**src/verilog/converter_ctrl_pkg.sv**
```systemverilog
/*
 * Constants and types shared by the dual-channel converter output control.
 * Assumes a 200 MHz core clock; every cycle count here is counted in that clock
 * or in cycles of the converter clock that arrives as a plain level input.
 */
package converter_ctrl_pkg;

	localparam int WORD_W              = 10;
	localparam int PIPE_DEPTH          = 3;
	localparam int TRIM_CYCLES         = 34;
	localparam int TRIM_CONVERSIONS    = 32;
	localparam int TRIM_FIRST_ACC      = TRIM_CYCLES - TRIM_CONVERSIONS;
	localparam int AVG_SHIFT           = 5;
	localparam int ACC_W               = WORD_W + AVG_SHIFT;
	localparam int OFFSET_W            = WORD_W + 1;
	localparam int TRIM_CNT_W          = 6;

	localparam logic [WORD_W-1:0]   MID_CODE     = 10'h200;
	localparam logic [WORD_W-1:0]   MAX_CODE     = 10'h3ff;
	localparam logic [WORD_W-1:0]   BUS_RESET    = 10'h000;
	localparam logic [OFFSET_W-1:0] OFFSET_RESET = 11'h000;
	localparam logic [ACC_W-1:0]    ACC_RESET    = 15'h0000;

	// time in its own unit, cycle counts derived and rounded down (longest times)
	localparam int CORE_CLK_PERIOD_PS      = 5000;
	localparam int STANDBY_RECOVERY_NS     = 800;
	localparam int STANDBY_RECOVERY_CYCLES = (STANDBY_RECOVERY_NS * 1000) / CORE_CLK_PERIOD_PS;
	localparam int SLEEP_RECOVERY_MS       = 1;
	localparam int SLEEP_RECOVERY_CYCLES   = (SLEEP_RECOVERY_MS * 1000000000) / CORE_CLK_PERIOD_PS;
	localparam int WAKE_CNT_W              = 18;

	typedef enum logic [1:0] {
		MODE_RUN,
		MODE_STANDBY,
		MODE_SLEEP,
		MODE_WAKE
	} power_mode_t;

endpackage

```
**src/verilog/dual_converter_output_control.sv**
```systemverilog
/*
 * Digital side of a dual 10-bit sampling converter: sampling on the converter
 * clock, offset trim, code format, parallel or multiplexed output buses, the
 * channel-phase strobe and standby/power-down recovery.
 * Assumes every input, the converter clock among them, is synchronous to
 * core_clk and that the converter clock is much slower than core_clk.
 */
// Function
// - both channels capture their inputs on the converter clock falling edge.
// - layout select high gives both channels on their own buses at once.
// - layout select low interleaves both on first bus; second bus held low.
// - trim trigger rising edge starts a 34-cycle offset correction per channel; edges outside normal conversion are ignored.
// - correction averages 32 conversions per channel into an offset estimate.
// - after correction each channel subtracts its estimate from later results.
// - format select low gives offset binary, high gives two's complement.
// - format may change anytime; one or two words after it may be wrong.
// - standby and deep-sleep both low means normal conversion.
// - standby alone enters standby; valid again within 800 ns after release.
// - deep-sleep high powers down; recovery under 1 ms after release.
// - both requests high behaves as power-down; deep-sleep wins.
// - bus bit 0 is the result LSB, bit 9 the MSB.
// - parallel data updates just after the clock rise; capture samples after.
// - multiplexed: strobe high carries first channel, low carries second.
// - multiplexed strobe rises on switch to first, falls on switch to second.
// - parallel strobe rises whenever new data appears on the buses.
// - latency 2.5 cycles parallel, and for first-channel multiplexed words.
// - multiplexed second-channel word appears 3 cycles after its sample.
`timescale 1ns/10ps

module dual_converter_output_control
	import converter_ctrl_pkg::*;
#(
	parameter int STANDBY_WAKE_CYCLES = STANDBY_RECOVERY_CYCLES,
	parameter int SLEEP_WAKE_CYCLES   = SLEEP_RECOVERY_CYCLES
) (
	input  wire logic              core_clk,           // core clock, 200 MHz
	input  wire logic              rst,                // synchronous reset, active high
	input  wire logic              convClk,            // shared converter clock level
	input  wire logic [WORD_W-1:0] firstSample,        // first channel quantizer code
	input  wire logic [WORD_W-1:0] secondSample,       // second channel quantizer code
	input  wire logic              busLayoutSelect,    // 1 parallel, 0 multiplexed
	input  wire logic              offsetTrimTrigger,  // rising edge starts offset trim, only in run mode
	input  wire logic              codeFormatSelect,   // 0 offset binary, 1 two's complement
	input  wire logic              standbyRequest,     // standby request
	input  wire logic              deepSleepRequest,   // power-down request
	output logic      [WORD_W-1:0] firstChannelBus,    // first output bus
	output logic      [WORD_W-1:0] secondChannelBus,   // second output bus
	output logic                   channelPhaseStrobe, // channel phase / data valid
	output logic                   trimBusy,           // offset trim in progress
	output logic                   converting          // normal conversion active
);

	////////////////////////////////////////////////////////////////////////////
	// helpers

	// subtract a signed offset and clamp to the code range
	function automatic logic [WORD_W-1:0] applyOffset(input logic [WORD_W-1:0] code,
	                                                 input logic [OFFSET_W-1:0] off);
		logic signed [OFFSET_W+1:0] diff;
		diff = $signed({3'b000, code}) - $signed({{2{off[OFFSET_W-1]}}, off});
		if (diff < 0)
			applyOffset = BUS_RESET;
		else if (diff > $signed({3'b000, MAX_CODE}))
			applyOffset = MAX_CODE;
		else
			applyOffset = diff[WORD_W-1:0];
	endfunction

	// two's complement differs from offset binary only in the msb
	function automatic logic [WORD_W-1:0] formatCode(input logic [WORD_W-1:0] code,
	                                                input logic twos);
		formatCode = {code[WORD_W-1] ^ twos, code[WORD_W-2:0]};
	endfunction

	////////////////////////////////////////////////////////////////////////////
	// edges of the converter clock and the trim trigger

	logic convClkPrev_reg;
	logic trimTrigPrev_reg;
	wire  convFall  = convClkPrev_reg & ~convClk;
	wire  convRise  = ~convClkPrev_reg & convClk;
	wire  trimStart = offsetTrimTrigger & ~trimTrigPrev_reg;

	always_ff @(posedge core_clk) begin
		if (rst) begin
			convClkPrev_reg  <= 1'b0;
			trimTrigPrev_reg <= 1'b0;
		end else begin
			convClkPrev_reg  <= convClk;
			trimTrigPrev_reg <= offsetTrimTrigger;
		end
	end

	////////////////////////////////////////////////////////////////////////////
	// power modes

	power_mode_t             mode_reg;
	power_mode_t             mode_next;
	logic [WAKE_CNT_W-1:0]   wakeCount_reg;
	logic [WAKE_CNT_W-1:0]   wakeCount_next;

	localparam logic [WAKE_CNT_W-1:0] STANDBY_WAKE = WAKE_CNT_W'(STANDBY_WAKE_CYCLES);
	localparam logic [WAKE_CNT_W-1:0] SLEEP_WAKE   = WAKE_CNT_W'(SLEEP_WAKE_CYCLES);

	wire running = (mode_reg == MODE_RUN);

	always_comb begin
		mode_next      = mode_reg;
		wakeCount_next = wakeCount_reg;
		if (deepSleepRequest) begin
			mode_next = MODE_SLEEP;
		end else if (standbyRequest) begin
			if (mode_reg != MODE_SLEEP)
				mode_next = MODE_STANDBY;
			else begin
				// leaving power-down into standby still owes the long recovery
				mode_next      = MODE_STANDBY;
				wakeCount_next = SLEEP_WAKE;
			end
		end else begin
			unique case (mode_reg)
				MODE_RUN: begin
					mode_next = MODE_RUN;
				end
				MODE_STANDBY: begin
					mode_next = MODE_WAKE;
					if (wakeCount_reg < STANDBY_WAKE)
						wakeCount_next = STANDBY_WAKE;
				end
				MODE_SLEEP: begin
					mode_next      = MODE_WAKE;
					wakeCount_next = SLEEP_WAKE;
				end
				MODE_WAKE: begin
					if (wakeCount_reg <= WAKE_CNT_W'(1))
						mode_next = MODE_RUN;
					wakeCount_next = wakeCount_reg - WAKE_CNT_W'(1);
				end
			endcase
		end
		if (mode_next == MODE_RUN)
			wakeCount_next = '0;
	end

	always_ff @(posedge core_clk) begin
		if (rst) begin
			mode_reg      <= MODE_RUN;
			wakeCount_reg <= '0;
		end else begin
			mode_reg      <= mode_next;
			wakeCount_reg <= wakeCount_next;
		end
	end

	////////////////////////////////////////////////////////////////////////////
	// sample pipeline, advanced on each falling converter clock edge

	logic [WORD_W-1:0]     pipeFirst_reg  [PIPE_DEPTH];
	logic [WORD_W-1:0]     pipeSecond_reg [PIPE_DEPTH];
	logic [PIPE_DEPTH-1:0] pipeValid_reg;

	// a word only reaches the buses once a full pipeline of fresh samples exists
	always_ff @(posedge core_clk) begin
		if (rst || !running) begin
			pipeValid_reg <= '0;
		end else if (convFall) begin
			pipeValid_reg <= {pipeValid_reg[PIPE_DEPTH-2:0], 1'b1};
		end
	end

	always_ff @(posedge core_clk) begin
		if (convFall) begin
			pipeFirst_reg[0]  <= firstSample;
			pipeSecond_reg[0] <= secondSample;
			for (int i = 1; i < PIPE_DEPTH; i++) begin
				pipeFirst_reg[i]  <= pipeFirst_reg[i-1];
				pipeSecond_reg[i] <= pipeSecond_reg[i-1];
			end
		end
	end

	////////////////////////////////////////////////////////////////////////////
	// offset trim: 34 falling edges, the last 32 accumulated

	logic [TRIM_CNT_W-1:0] trimCount_reg;
	logic                  trimBusy_reg;
	logic [ACC_W-1:0]      accFirst_reg;
	logic [ACC_W-1:0]      accSecond_reg;
	logic [OFFSET_W-1:0]   offFirst_reg;
	logic [OFFSET_W-1:0]   offSecond_reg;

	wire trimAcc  = trimBusy_reg & convFall & (trimCount_reg >= TRIM_CNT_W'(TRIM_FIRST_ACC));
	wire trimLast = trimBusy_reg & convFall & (trimCount_reg == TRIM_CNT_W'(TRIM_CYCLES - 1));

	wire [ACC_W-1:0] sumFirst  = accFirst_reg + ACC_W'(firstSample);
	wire [ACC_W-1:0] sumSecond = accSecond_reg + ACC_W'(secondSample);
	wire [OFFSET_W-1:0] avgFirst  = {1'b0, sumFirst[ACC_W-1:AVG_SHIFT]} - {1'b0, MID_CODE};
	wire [OFFSET_W-1:0] avgSecond = {1'b0, sumSecond[ACC_W-1:AVG_SHIFT]} - {1'b0, MID_CODE};

	always_ff @(posedge core_clk) begin
		if (rst) begin
			trimBusy_reg  <= 1'b0;
			trimCount_reg <= '0;
			accFirst_reg  <= ACC_RESET;
			accSecond_reg <= ACC_RESET;
			offFirst_reg  <= OFFSET_RESET;
			offSecond_reg <= OFFSET_RESET;
		end else if (trimStart && running) begin
			trimBusy_reg  <= 1'b1;
			trimCount_reg <= '0;
			accFirst_reg  <= ACC_RESET;
			accSecond_reg <= ACC_RESET;
		end else if (trimLast) begin
			trimBusy_reg  <= 1'b0;
			offFirst_reg  <= avgFirst;
			offSecond_reg <= avgSecond;
		end else if (trimBusy_reg && convFall) begin
			trimCount_reg <= trimCount_reg + TRIM_CNT_W'(1);
			if (trimAcc) begin
				accFirst_reg  <= sumFirst;
				accSecond_reg <= sumSecond;
			end
		end
	end

	////////////////////////////////////////////////////////////////////////////
	// output words

	// format is taken once per pair so both words of a pair share a coding
	wire               outValid  = running & pipeValid_reg[PIPE_DEPTH-1];
	wire [WORD_W-1:0]  wordFirst = formatCode(applyOffset(pipeFirst_reg[PIPE_DEPTH-1],
	                                          offFirst_reg), codeFormatSelect);
	wire [WORD_W-1:0]  wordSecond = formatCode(applyOffset(pipeSecond_reg[PIPE_DEPTH-1],
	                                           offSecond_reg), codeFormatSelect);

	logic [WORD_W-1:0] firstBus_reg;
	logic [WORD_W-1:0] secondBus_reg;
	logic [WORD_W-1:0] secondHold_reg;
	logic              strobe_reg;
	logic              layout_reg;

	always_ff @(posedge core_clk) begin
		if (rst || !outValid) begin
			firstBus_reg   <= BUS_RESET;
			secondBus_reg  <= BUS_RESET;
			secondHold_reg <= BUS_RESET;
			strobe_reg     <= 1'b0;
			layout_reg     <= 1'b1;
		end else if (convRise) begin
			// the third rise after a sampling fall sits 2.5 cycles later
			layout_reg     <= busLayoutSelect;
			firstBus_reg   <= wordFirst;
			secondBus_reg  <= busLayoutSelect ? wordSecond : BUS_RESET;
			secondHold_reg <= wordSecond;
			strobe_reg     <= 1'b1;
		end else if (convFall) begin
			strobe_reg <= 1'b0;
			if (!layout_reg)
				firstBus_reg <= secondHold_reg;
		end
	end

	logic converting_reg;

	always_ff @(posedge core_clk) begin
		if (rst)
			converting_reg <= 1'b0;
		else
			converting_reg <= running;
	end

	assign firstChannelBus    = firstBus_reg;
	assign secondChannelBus   = secondBus_reg;
	assign channelPhaseStrobe = strobe_reg;
	assign trimBusy           = trimBusy_reg;
	assign converting         = converting_reg;

endmodule

```
**config.mk**
```make
export PLATFORM = sky130hd
export DESIGN_NAME = dual_converter_output_control
export DESIGN_NICKNAME = d
export VERILOG_FILES = /design/src/verilog/converter_ctrl_pkg.sv /design/src/verilog/dual_converter_output_control.sv
export SDC_FILE = /design/constraint.sdc
export NUM_CORES = 1
export LEC_CHECK = 0
export ABC_AREA = 1
export BUFFER_PORTS_ARGS = -buffer_cell sky130_fd_sc_hd__buf_2
export CAP_MARGIN = 40
export CELL_PAD_IN_SITES_DETAIL_PLACEMENT = 0
export CELL_PAD_IN_SITES_GLOBAL_PLACEMENT = 1
export CORE_ASPECT_RATIO = 0.75
export CORE_MARGIN = 2
export CORE_UTILIZATION = 46
export DETAILED_ROUTE_END_ITERATION = 16
export PLACE_DENSITY = 0.84
export SYNTH_ARGS = -nofsm -noshare
export SYNTH_HDL_FRONTEND = slang
export SYNTH_SLANG_ARGS = --single-unit
```
**constraint.sdc**
```tcl
create_clock -name core_clk -period 4.4 [get_ports core_clk]
set_clock_uncertainty 0.2 [all_clocks]
set_input_delay 0.22 -clock core_clk [delete_from_list [all_inputs] [get_ports core_clk]]
set_output_delay 0.22 -clock core_clk [all_outputs]
set_load 0.02 [all_outputs]
```
==> results.toml, run 1 <==
[run_status]
status = "completed"

[cts]
post_cts_resized = 0
cts_sinks = 175
h-tree-depth = 4
cts_setup_buffers = 0
cts_inserted_buffers = 17
cts_tree = "yes"
cts-root-buf = "clkbuf_16"
cts_buffer_depth = 2
clk_latency_ns = 0.44
clk_pin_slew_ns = 0.07
holdBufCountCts = 27

[placed_design]
dp_hpwl_mm = 14.4
dp_worst_setup_slack_ns = 1.79
io_buffers = 50
gp_congestion = 0.828
dp.cells = 1356

[sta]
max_freq_mhz = 378
tightest_slew_ns = 0.862
setup_viol = 0
fin_tns_setup_ns = 0
hold_viol = 0
min_period_ns = 2.65
slew_headroom_pct = 42.6
slew_viol_final = 0
layout_setup_ws_ns = 1.75
post-route-period-util_pct = 60.1
rsz0062_at_grt = "false"

[logic_synthesis]
synth_ff_type = "dfxtp_1"
syn_avg_cell_area_sq_um = 8.29
postSynth.asyncResetShare_pct = 0
syn-cell-area_sq_um = 8900
synthDistinctLibCells = 47
syn_inst = 1073
ys_seq_area_share_pct = 46.1
syn_nets = 1158
synthTopCellsByArea = "dfxtp_1, edfxtp_1, nand2_1, ha_1, inv_1"
synth_top_area_cell = "dfxtp_1"
synth_top_area_share_pct = 25.9
synth_edf_count = 60
synth_warnings = 0
ys_seq_elements = 175

[global_route]
grt_max_degree = 65
grt_use_total_pct = 20.2
antenna_found_initial = 0
grt_use_met1_pct = 32.6
grt_remaining_overflow = 0
grt_pass1_wl_mm = 32.7
busiest_layer = "met1"
first_global_vias = 6426
met2_usage_pct = 27.0
use_met3_pct = 3.90

[worst_setup_path]
crit_type = "reg -> reg"
crit_path_start_kind = "flop"
crit_arrival_ns = 2.78
cp_max_fo = 22
worstPathRequired_ns = 4.53
cp-end-kind = "flop"

[route]
via_count = 7125
avgViaCountPerCell = 5.04
wl_per_cell_um = 13.9
postRouteAntennaNets = 0
routed_wl_mm = 19.6
drtPass1Iterations = 5
drc = 0
drt_iter0_markers = 611

[final_layout]
synthToLayoutAreaGrowth_pct = 15.5
seq_area_sq_um = 4100
antenna_cells = 0
final_nets = 1234
drive_above_1_share_pct = 10.4
finalCoreUtilization_pct = 53.6
fill_cells = 1826
final_cells = 1415
multi_input_area_sq_um = 4110

[power]
powerDensity_nw_per_um2 = 350
power.leakage_nw = 4.42
peakVddDrop_uv = 209

[die]
die_w_um = 165
dieArea_sq_um = 20500
core_area_sq_um = 19200
std_cell_rows = 44
ios = 51
start_util_pct = 46.4
die_height_um = 124

[job]
maxCapViolations = 0

[worst_hold_path]
hp-class = "in -> reg"
[cell usage after synthesis (2+ instances only)]
cell / n
a21oi_2: 3
xnor2_1: 14
buf_2: 7
nand3_2: 3
o41ai_2: 3
nand2_1: 208
dfxtp_1: 115
o21ai_0: 68
nand2_2: 4
nand3_1: 47
a21o_1: 3
nor3_1: 12
inv_1: 142
nor4_1: 3
ha_1: 53
a31oi_1: 11
or2_1: 2
fa_1: 4
buf_6: 3
nand4_1: 7
o21ai_1: 6
clkbuf_1: 13
a22oi_1: 5
o211ai_1: 10
nor2_2: 5
nor2_1: 93
nor2_4: 3
xor2_1: 27
inv_2: 7
edfxtp_1: 60
a21oi_1: 96
and3_1: 2
o21bai_1: 6
o22ai_1: 13
o32ai_1: 3
[final timing paths]
path / to / slack [ns] / cells past startpoint / from
setup / recovery: wakeCount_reg[17] / 1.75 / 12 / mode_reg[1]
hold / removal: wakeCount_reg[2] / 0.03 / 4 / standbyRequest
setup reg to reg: wakeCount_reg[17] / 1.75 / 12 / mode_reg[1]
hold reg to reg: pipeSecond_reg[0][14] / 0.22 / 0 / pipeSecond_reg[0][4]
[worst max-delay path: stages, from the launching register on]
cell	delay, ns
dfxtp_1	0.38
ha_1	0.37
inv_2	0.19
nor2_1	0.12
inv_1	0.06
nand3_1	0.08
nand3_2	0.39
inv_2	0.26
nand2_1	0.17
clkinv_1	0.12
o21ai_1	0.07
o21ai_0	0.07
nor2_1	0.07
[layer usage]
metal	vias to the layer above	part of all wire, %
met5	-	0
met4	0	1.2
met3	24	4.4
met2	165	39
met1	3204	56
li1	3732	-
[through the flow]
stage               hold slack (ns)  total power, mW  instance area [sq um]
finish                       0.0347             3.59                  10300
global route                 0.0379             3.73                  10300
CTS                          0.0341             3.62                  10300
detailed placement            0.205             2.00                   9380
global placement              0.200             2.00                   9370
floorplan                    0.0924             1.93                   8900
[cells in the final DEF, fill, tap and decap left out, types with 14 or more instances in the layout]
cell	n
nand2_1	208
inv_1	142
dfxtp_1	115
a21oi_1	96
nor2_1	92
o21ai_0	68
edfxtp_1	60
ha_1	52
buf_2	50
nand3_1	47
xor2_1	27
dlygate4sd3_1	27
clkbuf_16	17
xnor2_1	14
[power by group]
group	switching, mW	internal [mW]	total (mW)
Clock	0.692	0.916	1.61
Sequential	0.0128	1.69	1.71
Combinational	0.180	0.0991	0.279
[area by class of cell]
cell class,count,area share [%]
clock buffers,18,4.18
clock inverters,14,1.92
inverters,151,5.54
multi-input cells,723,40.0
flip-flops and latches,175,39.9
well taps,253,3.08
repair buffers,81,5.36
[cells by family (layout without fill, tap and decap cells)]
group | after synthesis | count (layout) | share of synthesized area [%]
buffers and inverters | 175 | 264 | 7.80
flip-flops | 175 | 175 | 46.1
XOR/XNOR | 41 | 41 | 4.04
adder cells (fa/ha/maj) | 57 | 57 | 8.35
AO/OA/AOI/OAI | 231 | 231 | 14.8
AND/OR/NAND/NOR | 394 | 394 | 18.9
Power figures use the tool's default switching activity.
==> inputs of run 2 (changes only) <==
CORE_UTILIZATION = 42   (was 46)
PLACE_DENSITY = 0.81   (was 0.84)
clock period = 2.3 ns   (was 4.4 ns; I/O delays follow)
==> run 2 against run 1 <==
  * Sequential share of layout area is 2.3 points lower
  * Sequential power rose by 91%
  * Largest power group unchanged
  * Final cell count increased by 5.6%
  * Flip-flop and latch count stayed put
  * Critical endpoint is now firstChannelBus[2]
  * Worst setup slack got worse by 1.7 ns
  * Critical path type unchanged
==> results.toml, run 2 (synthesized netlist as in run 1, its figures left out) <==
[sta]
min_period_ns = 2.25
slew_viol_final = 0
max_freq_mhz = 444
hold_viol = 0
tightest_slew_ns = 0.804
fin_tns_setup_ns = 0
setup_viol = 0
post-route-period-util_pct = 97.9
whs_ns = 0.0182
rsz0062_at_grt = "true"
slew_headroom_pct = 46.4

[run_status]
status = "completed"

[final_layout]
final_nets = 1278
antenna_cells = 0
final_common_cell = "nand2_1"
drive_above_1_share_pct = 18.2
layout_common_cells = "nand2_1, inv_1, dfxtp_1"
final_cells = 1494
synthToLayoutAreaGrowth_pct = 22.6

[cts]
cts_buffer_depth = 2
cts-root-buf = "clkbuf_16"
cts_sinks = 175
cts_tree = "yes"
clk_latency_ns = 0.43
cts_inserted_buffers = 17
clk_pin_slew_ns = 0.07
h-tree-depth = 4

[route]
drt_iter0_markers = 489
routed_wl_mm = 21.2
wl_per_cell_um = 14.2
avgViaCountPerCell = 4.93
via_count = 7367
drtPass1Iterations = 5
drc = 0
postRouteAntennaNets = 0

[die]
ios = 51
die_height_um = 130
dieArea_sq_um = 22400
start_util_pct = 42.5
std_cell_rows = 46
die_w_um = 172
core_area_sq_um = 21000

[global_route]
antenna_found_initial = 0
grt_use_total_pct = 18.6
first_global_vias = 6294
grt_max_degree = 65
grt_remaining_overflow = 0
grt_pass1_wl_mm = 32.7

[power]
power.leakage_nw = 4.64
peakVddDrop_uv = 479
powerDensity_nw_per_um2 = 613

[worst_setup_path]
crit_buf_inv = 2
slowest_delay_ns = 0.39
cp-end-kind = "flop"
cp_max_fo = 8
path_delay_family = "simple AND/OR/NAND/NOR gates"
cpMostUsedCell = "nand2_1"
crit_type = "reg -> reg"
cp_cell_sequence = "ha_1 -> nand2_1 -> nor2_1 -> nand3_1 -> nand4_1 -> buf_4 -> nand2_1 -> nand2_2 -> inv_2 -> o21ai_0 -> a31oi_1"
worstPathRequired_ns = 2.41
crit_path_start_kind = "flop"
crit_path_top_delay_cell = "ha_1"
crit_arrival_ns = 2.36

[placed_design]
dp_hpwl_mm = 15.2
dp.cells = 1417
io_buffers = 50
gp_congestion = 0.845

[job]
maxCapViolations = 0

[worst_hold_path]
hp-class = "in -> reg"
-- run 2: changes by cell type in the layout (fill, tap and decap cells not counted), moves of 12 or more --
cell / before / now
ha_4: 0 / 12
nand2_2: 4 / 16
nand2_1: 208 / 196
buf_4: 4 / 45
ha_1: 52 / 38
-- run 2: worst paths after layout --
check                         from  depth (start not counted)  slack [ns]                     to
max           pipeFirst_reg[0][24]                         11        0.05     firstChannelBus[2]
max reg2reg   pipeFirst_reg[0][24]                         11        0.05     firstChannelBus[2]
min                busLayoutSelect                          5        0.02    secondChannelBus[6]
min reg2reg  pipeSecond_reg[0][18]                          0        0.22  pipeSecond_reg[0][28]
-- run 2: layout make-up --
| cell class | count | area (sq um) |
|---|---|---|
| fillers | 2044 | 10000 |
| clock buffers | 17 | 425 |
| inverters | 151 | 569 |
| flip-flops and latches | 175 | 4100 |
| well taps | 288 | 360 |
| multi-input cells | 725 | 4430 |
| repair buffers | 123 | 868 |
| clock inverters | 15 | 149 |
-- run 2: per-stage QoR --
stage	instance area, sq um	setup WS (ns)	util [%]	power (mW)
6_report	10900	0.0492	52.1	6.69
3_5_place_dp	9630	-0.0386	46.0	3.85
5_1_grt	10900	-0.0789	52.1	6.95
4_1_cts	10500	0.00608	50.1	6.72
3_3_place_gp	9630	0.0387	46.0	3.85
2_1_floorplan	8910	0.0923	-	3.69
-- run 2: layer usage --
metal / vias up / track usage (%) / wire length, um
li1: 3817 / - / -
met2: 195 / 24.6 / 8510
met4: 0 / 3.26 / 105
met3: 13 / 4.22 / 1230
met1: 3342 / 30.5 / 11400
met5: - / 0 / 0
-- run 2: power breakdown --
part           switching [mW]  internal [mW]
clock network            1.32           1.52
logic                   0.357          0.223
registers              0.0280           3.24
-- run 2: what timing repair did --
action / 4_1_cts / 5_1_grt
endpoints found under the hold margin: 43 / 0
endpoints found under the setup margin: 9 / 73
pin swaps: 0 / 22
gates resized for setup: 2 / 67
setup buffers: 0 / 15
gates cloned: 0 / 2
hold buffers: 28 / 0
-- run 2: worst register-to-register path: cells and delay by family (launching register included) --
kind / cells / cell delay, ns
buf+inv: 2 / 0.22
flops: 1 / 0.38
simple gates: 6 / 0.64
fa+ha+maj: 1 / 0.39
compound gates: 2 / 0.30
